### src/shared/fblcr_pkg.sv
// Purpose: Shared constants and types for the flash lock/command host controller
// Assumes: 100 MHz system clock, 32-bit AXI4-Lite register slave
// Notes: Flash pin timing figures are plain defaults, tune per part
package fblcr_pkg;
   // Clock and pin timing
   localparam int CLK_NS = 10;
   localparam int T_WE_LOW_NS = 60;
   localparam int T_WE_HIGH_NS = 30;
   localparam int T_ACCESS_NS = 90;
   localparam int SYNC_STAGES = 2;
   localparam int WE_LOW_CYC = (T_WE_LOW_NS + CLK_NS - 1) / CLK_NS;
   localparam int WE_HIGH_CYC = (T_WE_HIGH_NS + CLK_NS - 1) / CLK_NS;
   localparam int READ_CYC = (T_ACCESS_NS + CLK_NS - 1) / CLK_NS + SYNC_STAGES;
   localparam int TMR_W = 8;

   // Register byte offsets
   localparam logic [7:0] OFS_CMD = 8'h00;
   localparam logic [7:0] OFS_ADDR = 8'h04;
   localparam logic [7:0] OFS_WDATA = 8'h08;
   localparam logic [7:0] OFS_STATUS = 8'h0C;
   localparam logic [7:0] OFS_RDATA = 8'h10;
   localparam logic [7:0] OFS_PINS = 8'h14;

   // Status and pin-control bit positions
   localparam int ST_BUSY = 0;
   localparam int ST_REFUSED = 1;
   localparam int ST_PROG_SUSP = 2;
   localparam int ST_ERASE_SUSP = 3;
   localparam int PIN_WP_HIGH = 0;
   localparam int PIN_RST_ASSERT = 1;

   // Operation numbers written to the command register
   localparam logic [3:0] OP_READ_ARRAY = 4'h0;
   localparam logic [3:0] OP_READ_ID = 4'h1;
   localparam logic [3:0] OP_READ_STATUS = 4'h2;
   localparam logic [3:0] OP_CLEAR_STATUS = 4'h3;
   localparam logic [3:0] OP_BLOCK_ERASE = 4'h4;
   localparam logic [3:0] OP_CHIP_ERASE = 4'h5;
   localparam logic [3:0] OP_PROGRAM = 4'h6;
   localparam logic [3:0] OP_PB_SETUP = 4'h7;
   localparam logic [3:0] OP_PB_WORD = 4'h8;
   localparam logic [3:0] OP_PB_CONFIRM = 4'h9;
   localparam logic [3:0] OP_SUSP_PROG = 4'hA;
   localparam logic [3:0] OP_SUSP_ERASE = 4'hB;
   localparam logic [3:0] OP_RESUME = 4'hC;
   localparam logic [3:0] OP_LOCK = 4'hD;
   localparam logic [3:0] OP_OTP_PROGRAM = 4'hE;
   localparam logic [3:0] OP_PCR_SET = 4'hF;

   // Flash command codes
   localparam logic [15:0] CC_READ_ARRAY = 16'h00FF;
   localparam logic [15:0] CC_READ_ID = 16'h0090;
   localparam logic [15:0] CC_READ_STATUS = 16'h0070;
   localparam logic [15:0] CC_CLEAR_STATUS = 16'h0050;
   localparam logic [15:0] CC_BLOCK_ERASE = 16'h0020;
   localparam logic [15:0] CC_CHIP_ERASE = 16'h0030;
   localparam logic [15:0] CC_CONFIRM = 16'h00D0;
   localparam logic [15:0] CC_PROGRAM = 16'h0040;
   localparam logic [15:0] CC_PROGRAM_ALT = 16'h0010;
   localparam logic [15:0] CC_PAGE_PROGRAM = 16'h00E8;
   localparam logic [15:0] CC_SUSPEND = 16'h00B0;
   localparam logic [15:0] CC_LOCK_SETUP = 16'h0060;
   localparam logic [15:0] CC_SET_LOCK = 16'h0001;
   localparam logic [15:0] CC_SET_LOCKDOWN = 16'h002F;
   localparam logic [15:0] CC_OTP_PROGRAM = 16'h00C0;
   localparam logic [15:0] CC_PCR_CONFIRM = 16'h0004;

   typedef enum logic [1:0] {C2_NONE, C2_WRITE, C2_READ} fblcr_c2_t;
   typedef enum logic [2:0] {S_IDLE, S_WE_LOW, S_WE_HIGH, S_READ} fblcr_state_t;

   // Flash pin drive
   typedef struct packed {
      logic rst_n;
      logic ce_n;
      logic oe_n;
      logic we_n;
      logic wp_n;
      logic [21:0] addr;
      logic [15:0] dq;
      logic dq_oe_n;
   } fblcr_pins_t;

   // AXI4-Lite slave answer side
   typedef struct packed {
      logic awready;
      logic wready;
      logic bvalid;
      logic arready;
      logic rvalid;
      logic [31:0] rdata;
   } fblcr_axi_t;
endpackage

### src/rtl/fblcr_host.sv
// Purpose: Host controller issuing flash command sequences from AXI4-Lite registers
// Assumes: Single 100 MHz clock; flash data pins arrive asynchronously
// Notes: One flash command at a time; software polls busy before the next
//
// Local design decisions: the AXI4-Lite register port and the register offsets.
`timescale 1ns/1ns
`default_nettype none

module fblcr_host
   import fblcr_pkg::*;
(
   // Clock and reset
   input wire logic clk_sys_i,
   input wire logic nrst_i,
   // AXI4-Lite slave
   input wire logic [7:0] s_axi_awaddr_i,
   input wire logic s_axi_awvalid_i,
   output logic s_axi_awready_o,
   input wire logic [31:0] s_axi_wdata_i,
   input wire logic [3:0] s_axi_wstrb_i,
   input wire logic s_axi_wvalid_i,
   output logic s_axi_wready_o,
   output logic [1:0] s_axi_bresp_o,
   output logic s_axi_bvalid_o,
   input wire logic s_axi_bready_i,
   input wire logic [7:0] s_axi_araddr_i,
   input wire logic s_axi_arvalid_i,
   output logic s_axi_arready_o,
   output logic [31:0] s_axi_rdata_o,
   output logic [1:0] s_axi_rresp_o,
   output logic s_axi_rvalid_o,
   input wire logic s_axi_rready_i,
   // Flash pins
   output logic flash_rst_n_o,
   output logic flash_ce_n_o,
   output logic flash_oe_n_o,
   output logic flash_we_n_o,
   output logic flash_wp_n_o,
   output logic [21:0] flash_addr_o,
   output logic [15:0] flash_dq_o,
   output logic flash_dq_oe_n_o,
   input wire logic [15:0] flash_dq_i
);

   typedef struct packed {
      fblcr_state_t st;
      fblcr_axi_t axi;
      fblcr_pins_t pin;
      logic [TMR_W-1:0] tmr;
      logic [3:0] op;
      logic [21:0] addr;
      logic [15:0] wdata;
      logic [15:0] rdata;
      logic [15:0] sync1;
      logic [15:0] sync2;
      logic [1:0] pins;
      logic busy;
      logic refused;
      logic prog_susp;
      logic erase_susp;
      fblcr_c2_t c2;
      logic [15:0] c2_data;
   } fblcr_all_t;

   fblcr_all_t q;
   fblcr_all_t d;
   logic [31:0] wmask;
   logic [31:0] wval;
   logic start;
   logic bad;
   logic [15:0] c1;

   // Byte lanes of a write
   assign wmask = {{8{s_axi_wstrb_i[3]}}, {8{s_axi_wstrb_i[2]}},
                   {8{s_axi_wstrb_i[1]}}, {8{s_axi_wstrb_i[0]}}};

   // Next-state logic: bus slave, command decode, pin sequencer
   always_comb begin
      d = q;
      wval = 32'h0000_0000;
      start = 1'b0;
      bad = 1'b0;
      c1 = CC_READ_ARRAY;
      // Data pins only reach the sequencer through two flops
      d.sync1 = flash_dq_i;
      d.sync2 = q.sync1;

      // Write channel: both address and data taken together
      d.axi.awready = 1'b0;
      d.axi.wready = 1'b0;
      if (s_axi_awvalid_i && s_axi_wvalid_i && !q.axi.bvalid && !q.axi.awready) begin
         d.axi.awready = 1'b1;
         d.axi.wready = 1'b1;
      end
      if (q.axi.bvalid && s_axi_bready_i) begin
         d.axi.bvalid = 1'b0;
      end
      if (q.axi.awready) begin
         d.axi.bvalid = 1'b1;
         wval = s_axi_wdata_i & wmask;
         if (s_axi_awaddr_i == OFS_CMD && s_axi_wstrb_i[0]) begin
            start = 1'b1;
         end else if (s_axi_awaddr_i == OFS_ADDR) begin
            d.addr = (q.addr & ~wmask[21:0]) | wval[21:0];
         end else if (s_axi_awaddr_i == OFS_WDATA) begin
            d.wdata = (q.wdata & ~wmask[15:0]) | wval[15:0];
         end else if (s_axi_awaddr_i == OFS_STATUS) begin
            if (wval[ST_REFUSED]) begin
               d.refused = 1'b0;
            end
         end else if (s_axi_awaddr_i == OFS_PINS && s_axi_wstrb_i[0]) begin
            d.pins = wval[1:0];
         end
      end

      // Read channel: answer one cycle after the address is taken
      d.axi.arready = 1'b0;
      if (q.axi.rvalid && s_axi_rready_i) begin
         d.axi.rvalid = 1'b0;
      end
      if (s_axi_arvalid_i && !q.axi.rvalid && !q.axi.arready) begin
         d.axi.arready = 1'b1;
      end
      if (q.axi.arready) begin
         d.axi.rvalid = 1'b1;
         d.axi.rdata = 32'h0000_0000;
         if (s_axi_araddr_i == OFS_CMD) begin
            d.axi.rdata[3:0] = q.op;
         end else if (s_axi_araddr_i == OFS_ADDR) begin
            d.axi.rdata[21:0] = q.addr;
         end else if (s_axi_araddr_i == OFS_WDATA) begin
            d.axi.rdata[15:0] = q.wdata;
         end else if (s_axi_araddr_i == OFS_STATUS) begin
            d.axi.rdata[ST_BUSY] = q.busy;
            d.axi.rdata[ST_REFUSED] = q.refused;
            d.axi.rdata[ST_PROG_SUSP] = q.prog_susp;
            d.axi.rdata[ST_ERASE_SUSP] = q.erase_susp;
         end else if (s_axi_araddr_i == OFS_RDATA) begin
            d.axi.rdata[15:0] = q.rdata;
         end else if (s_axi_araddr_i == OFS_PINS) begin
            d.axi.rdata[1:0] = q.pins;
         end
      end

      // Static pins follow the pin-control register
      d.pin.wp_n = q.pins[PIN_WP_HIGH];
      d.pin.rst_n = !q.pins[PIN_RST_ASSERT];

      // Command decode: table holds only defined codes
      if (start) begin
         d.op = wval[3:0];
         d.c2 = C2_NONE;
         d.c2_data = q.wdata;
         case (wval[3:0])
            OP_READ_ARRAY: c1 = CC_READ_ARRAY;
            OP_READ_ID: begin
               c1 = CC_READ_ID;
               d.c2 = C2_READ;
            end
            OP_READ_STATUS: begin
               c1 = CC_READ_STATUS;
               d.c2 = C2_READ;
            end
            OP_CLEAR_STATUS: c1 = CC_CLEAR_STATUS;
            OP_BLOCK_ERASE: begin
               c1 = CC_BLOCK_ERASE;
               d.c2 = C2_WRITE;
               d.c2_data = CC_CONFIRM;
            end
            OP_CHIP_ERASE: begin
               c1 = CC_CHIP_ERASE;
               d.c2 = C2_WRITE;
               d.c2_data = CC_CONFIRM;
            end
            OP_PROGRAM: begin
               c1 = q.wdata[15] ? CC_PROGRAM_ALT : CC_PROGRAM;
               d.c2 = C2_WRITE;
               d.c2_data = {1'b0, q.wdata[14:0]};
            end
            OP_PB_SETUP: begin
               c1 = CC_PAGE_PROGRAM;
               d.c2 = C2_WRITE;
            end
            OP_PB_WORD: c1 = q.wdata;
            OP_PB_CONFIRM: c1 = CC_CONFIRM;
            OP_SUSP_PROG: begin
               c1 = CC_SUSPEND;
               d.prog_susp = 1'b1;
            end
            OP_SUSP_ERASE: begin
               c1 = CC_SUSPEND;
               d.erase_susp = 1'b1;
            end
            OP_RESUME: begin
               c1 = CC_CONFIRM;
               // Program always resumes ahead of a suspended erase
               if (q.prog_susp) begin
                  d.prog_susp = 1'b0;
               end else begin
                  d.erase_susp = 1'b0;
               end
            end
            OP_LOCK: begin
               c1 = CC_LOCK_SETUP;
               d.c2 = C2_WRITE;
               bad = q.wdata != CC_SET_LOCK && q.wdata != CC_CONFIRM
                     && q.wdata != CC_SET_LOCKDOWN;
            end
            OP_OTP_PROGRAM: begin
               c1 = CC_OTP_PROGRAM;
               d.c2 = C2_WRITE;
               bad = q.erase_susp;
            end
            default: begin
               c1 = CC_LOCK_SETUP;
               d.c2 = C2_WRITE;
               d.c2_data = CC_PCR_CONFIRM;
            end
         endcase
         if (q.busy || bad) begin
            d.op = q.op;
            d.c2 = q.c2;
            d.c2_data = q.c2_data;
            d.prog_susp = q.prog_susp;
            d.erase_susp = q.erase_susp;
            d.refused = 1'b1;
         end else begin
            d.busy = 1'b1;
            d.st = S_WE_LOW;
            d.tmr = TMR_W'(WE_LOW_CYC);
            d.pin.ce_n = 1'b0;
            d.pin.we_n = 1'b0;
            d.pin.dq = c1;
            d.pin.dq_oe_n = 1'b0;
            // Partition code sits on the low address lines
            d.pin.addr = (wval[3:0] == OP_PCR_SET) ? {q.addr[21:16], q.wdata} : q.addr;
         end
      end

      // Pin sequencer
      case (q.st)
         S_IDLE: begin
         end
         S_WE_LOW: begin
            d.tmr = q.tmr - 1'b1;
            if (q.tmr == TMR_W'(1)) begin
               d.st = S_WE_HIGH;
               d.tmr = TMR_W'(WE_HIGH_CYC);
               // Strobe rises before select; data still held past it
               d.pin.we_n = 1'b1;
            end
         end
         S_WE_HIGH: begin
            d.tmr = q.tmr - 1'b1;
            d.pin.ce_n = 1'b1;
            if (q.tmr == TMR_W'(1)) begin
               d.pin.dq_oe_n = 1'b1;
               d.c2 = C2_NONE;
               d.st = S_IDLE;
               d.busy = 1'b0;
               // Address left unchanged for the second cycle
               if (q.c2 == C2_WRITE) begin
                  d.st = S_WE_LOW;
                  d.tmr = TMR_W'(WE_LOW_CYC);
                  d.busy = 1'b1;
                  d.pin.ce_n = 1'b0;
                  d.pin.we_n = 1'b0;
                  d.pin.dq = q.c2_data;
                  d.pin.dq_oe_n = 1'b0;
               end else if (q.c2 == C2_READ) begin
                  d.st = S_READ;
                  d.tmr = TMR_W'(READ_CYC);
                  d.busy = 1'b1;
                  d.pin.ce_n = 1'b0;
                  d.pin.oe_n = 1'b0;
               end
            end
         end
         S_READ: begin
            d.tmr = q.tmr - 1'b1;
            if (q.tmr == TMR_W'(1)) begin
               d.rdata = q.sync2;
               d.pin.ce_n = 1'b1;
               d.pin.oe_n = 1'b1;
               d.st = S_IDLE;
               d.busy = 1'b0;
            end
         end
         default: d.st = S_IDLE;
      endcase
   end

   // Single state register
   always_ff @(posedge clk_sys_i) begin
      if (!nrst_i) begin
         q <= '0;
         q.pin.rst_n <= 1'b1;
         q.pin.ce_n <= 1'b1;
         q.pin.oe_n <= 1'b1;
         q.pin.we_n <= 1'b1;
         q.pin.dq_oe_n <= 1'b1;
         q.st <= S_IDLE;
         q.c2 <= C2_NONE;
      end else begin
         q <= d;
      end
   end

   // Outputs straight from the state register; both response codes fixed at 0
   assign s_axi_awready_o = q.axi.awready;
   assign s_axi_wready_o = q.axi.wready;
   assign s_axi_bvalid_o = q.axi.bvalid;
   assign s_axi_bresp_o = 2'h0;
   assign s_axi_arready_o = q.axi.arready;
   assign s_axi_rvalid_o = q.axi.rvalid;
   assign s_axi_rdata_o = q.axi.rdata;
   assign s_axi_rresp_o = 2'h0;
   assign flash_rst_n_o = q.pin.rst_n;
   assign flash_ce_n_o = q.pin.ce_n;
   assign flash_oe_n_o = q.pin.oe_n;
   assign flash_we_n_o = q.pin.we_n;
   assign flash_wp_n_o = q.pin.wp_n;
   assign flash_addr_o = q.pin.addr;
   assign flash_dq_o = q.pin.dq;
   assign flash_dq_oe_n_o = q.pin.dq_oe_n;

endmodule // fblcr_host

`default_nettype wire

### config.mk
export PLATFORM = sky130hd
export DESIGN_NAME = fblcr_host
export DESIGN_NICKNAME = d
export VERILOG_FILES = /design/src/shared/fblcr_pkg.sv /design/src/rtl/fblcr_host.sv
export SDC_FILE = /design/constraint.sdc
export NUM_CORES = 1
export LEC_CHECK = 0
export BUFFER_PORTS_ARGS = -buffer_cell sky130_fd_sc_hd__buf_2
export CAP_MARGIN = 20
export CORE_MARGIN = 2
export CORE_UTILIZATION = 50
export DETAILED_ROUTE_END_ITERATION = 8
export GPL_ROUTABILITY_DRIVEN = 1
export PLACE_DENSITY = 0.73
export SLEW_MARGIN = 20
export SYNTH_ARGS = -nofsm -noshare
export SYNTH_HDL_FRONTEND = slang
export SYNTH_SLANG_ARGS = --single-unit
### constraint.sdc
create_clock -name clk_sys_i -period 5.6 [get_ports clk_sys_i]
set_clock_uncertainty 0.15 [all_clocks]
set_input_delay 1.12 -clock clk_sys_i [delete_from_list [all_inputs] [get_ports clk_sys_i]]
set_output_delay 1.12 -clock clk_sys_i [all_outputs]
set_load 0.03 [all_outputs]
==> metrics.txt <==
post-CTS resize count 0; First-pass DRT Iterations 6; Multi-input gate area between 3000 and 4000 sq um; Final Critical Period 3.65 ns; floorplan core area around 17,000 sq um; Rel. slew slack 0.312; Clock Path Buffers 2; P&R area growth vs syn 10.0%; most frequent cell after synthesis dfxtp_1; total grt overflow 0; Routed Antenna Nets 0; Synth area leaders dfxtp_1, buf_4, nand2_1, a21oi_1, mux2i_1; PD cells a little under 300 nW/um^2; Total Power 2.80 mW; status complete, no violations; port bufs 134; post-DP HPWL 14,400 microns; max_cap viols 0; cell depth of the worst setup path 8; row count 47; Final Util 0.565; # fillers approximately 1,500; first-pass GRT wire length 33,400 microns; final cell count without fillers 1,288; Setup Crit Path Kind in -> reg; CP top delay family simple AND/OR/NAND/NOR gates; wire length per cell 16.2 microns; Syn Inst Count 1,023; cells along the critical path buf_2, nor4_1, or4b_1, nor4_1, nand3_1, buf_4, a211oi_1, nor3_1; P_leak 3.47 nW; Synth Cell Area 8550 sq um; peak supply drop 218 uV; highest routed layer met4; post-CTS setup buffer count 0; critical path endpoint category flip-flop; initial core utilization 0.514; CP required about 5.7 ns; slowest cell on the critical path or4b_1; Most used DFF post-synth dfxtp_1; Slew @ Worst Pin 1.02 ns; most used cell, CP nor4_1; largest net degree at the start of global routing between 60 and 70; initial antenna violation count 0; DR iter-0 viols 625; io pins 160; routed vias/inst 5.55; Yosys top cell area share 0.456; RSZ-0062 raised after global routing false; hold path depth 1; Die X ~130 microns; Net count, final approximately 1,100; # DRC 0; Hold Fails Final Rpt 0; die area 18,200 sq um; Post-synth top cells dfxtp_1, nand2_1, a21oi_1; clk slew on worst S/H paths 0.07 ns; max incr delay on CP around 0.6 ns; Placed Cells 1,256; Worst Path Arrival 3.79 ns; Max Clk Rate 274 MHz; chip height 135 microns; largest area contributor in the synthesized netlist dfxtp_1; path depth of the worst reg2reg path 8; Clock Tree Root clkbuf_16; flops & latches, synth about 200; gr usage total 0.231; critical path fanouts, max 41; GP Congestion 0.865; final WL 20,800 microns; Met3 Wirelength 1150 microns; Metal-1 WL 9560 microns; setup_tns 0 ns; # hold bufs at CTS 0; Yosys cell types between 60 and 70; H-tree depth 4; Skew-Pair Late Insertion Delay 0.44 ns; Setup Viol. Count Final 0; CTS Buf Count 17; FF/Latch Area between 3000 and 4000 sq um; Syn Area/Cell 8.36 sq um; share of cells above drive strength 1 0.170; met2 WL 9730 microns; Seq/Total Area, Yosys 0.456; CTS tree built; number of synthesized flops with an enable pin 0; CP Launch Type input port; Tcrit/Tclk final 0.652; fin worst setup slack 1.95 ns; Worst Path Buf+Inv 2; vias in the first global route 6,368; clock sinks just under 200; Min-Delay Path Class reg -> reg; post-place setup slack between 1.5 and 2 ns; Max Slew Vio Count 0; Synth async-reset ratio 0; yosys warns 0; # diodes 0; via count 7,142
power breakdown:
group | switching (mW) | total [mW] | internal, mW | leakage [nW]
Combinational | 0.0805 | 0.116 | 0.0351 | 1.60
Sequential | 0.00605 | 1.40 | 1.40 | 1.58
Clock | 0.560 | 1.28 | 0.719 | 0.297
stage by stage:
| step | hold slack (ns) | area, sq um |
|---|---|---|
| floorplan | 0.221 | 8600 |
| finish | 0.262 | 9410 |
| global placement | 0.246 | 8780 |
| CTS | 0.269 | 9400 |
| global route | 0.282 | 9410 |
| detailed placement | 0.249 | 8780 |
metal layers:
layer | vias up | track usage
li1 | 3549 | -
met1 | 3332 | 0.314
met2 | 237 | 0.371
met3 | 24 | 0.0417
met4 | 0 | 0.0801
met5 | - | 0
kinds of logic after synthesis:
group / count (synthesis) / synth area share
simple gates: 397 / 0.219
xor+xnor: 5 / 0.00512
compound gates: 221 / 0.163
other cells: 1 / 0.000438
flops: 195 / 0.456
mux: 35 / 0.0410
fa+ha+maj: 4 / 0.00585
buf+inv: 165 / 0.109
worst paths after layout:
path	end	startpoint	slack [ns]
setup / recovery	q[2]	s_axi_awaddr_i[1]	1.95
hold / removal	flash_rst_n_o	q[23]	0.26
setup reg to reg	flash_dq_o[0]	q[115]	2.74
hold reg to reg	flash_rst_n_o	q[23]	0.26
final cells by class:
type,instances,area share
tap,220,0.0293
timing repair buffer,144,0.0793
clock buffer,18,0.0456
clock inverter,14,0.0201
sequential,195,0.415
inverter,20,0.00811
multi-input combinational,677,0.403
cells in the final DEF (no fill, tap or decap), types with 19 or more instances in the layout:
cell type | Yosys | final
dfxtp_1 | 195 | 195
nand2_1 | 152 | 152
buf_2 | 4 | 134
a21oi_1 | 98 | 98
nor2_1 | 68 | 67
nand3_1 | 59 | 59
and2_1 | 39 | 39
mux2i_1 | 35 | 35
o21ai_0 | 31 | 31
nor3_1 | 21 | 21
a211oi_1 | 21 | 21
inv_1 | 20 | 19
worst reg2reg max path, delay by kind of cell, from the launching register on:
family | cells | cell delay (ns)
simple gates | 5 | 1.92
compound gates | 1 | 0.08
buf+inv | 1 | 0.10
flops | 1 | 0.33
fa+ha+maj | 1 | 0.16
(Power assumes the default switching activity.)
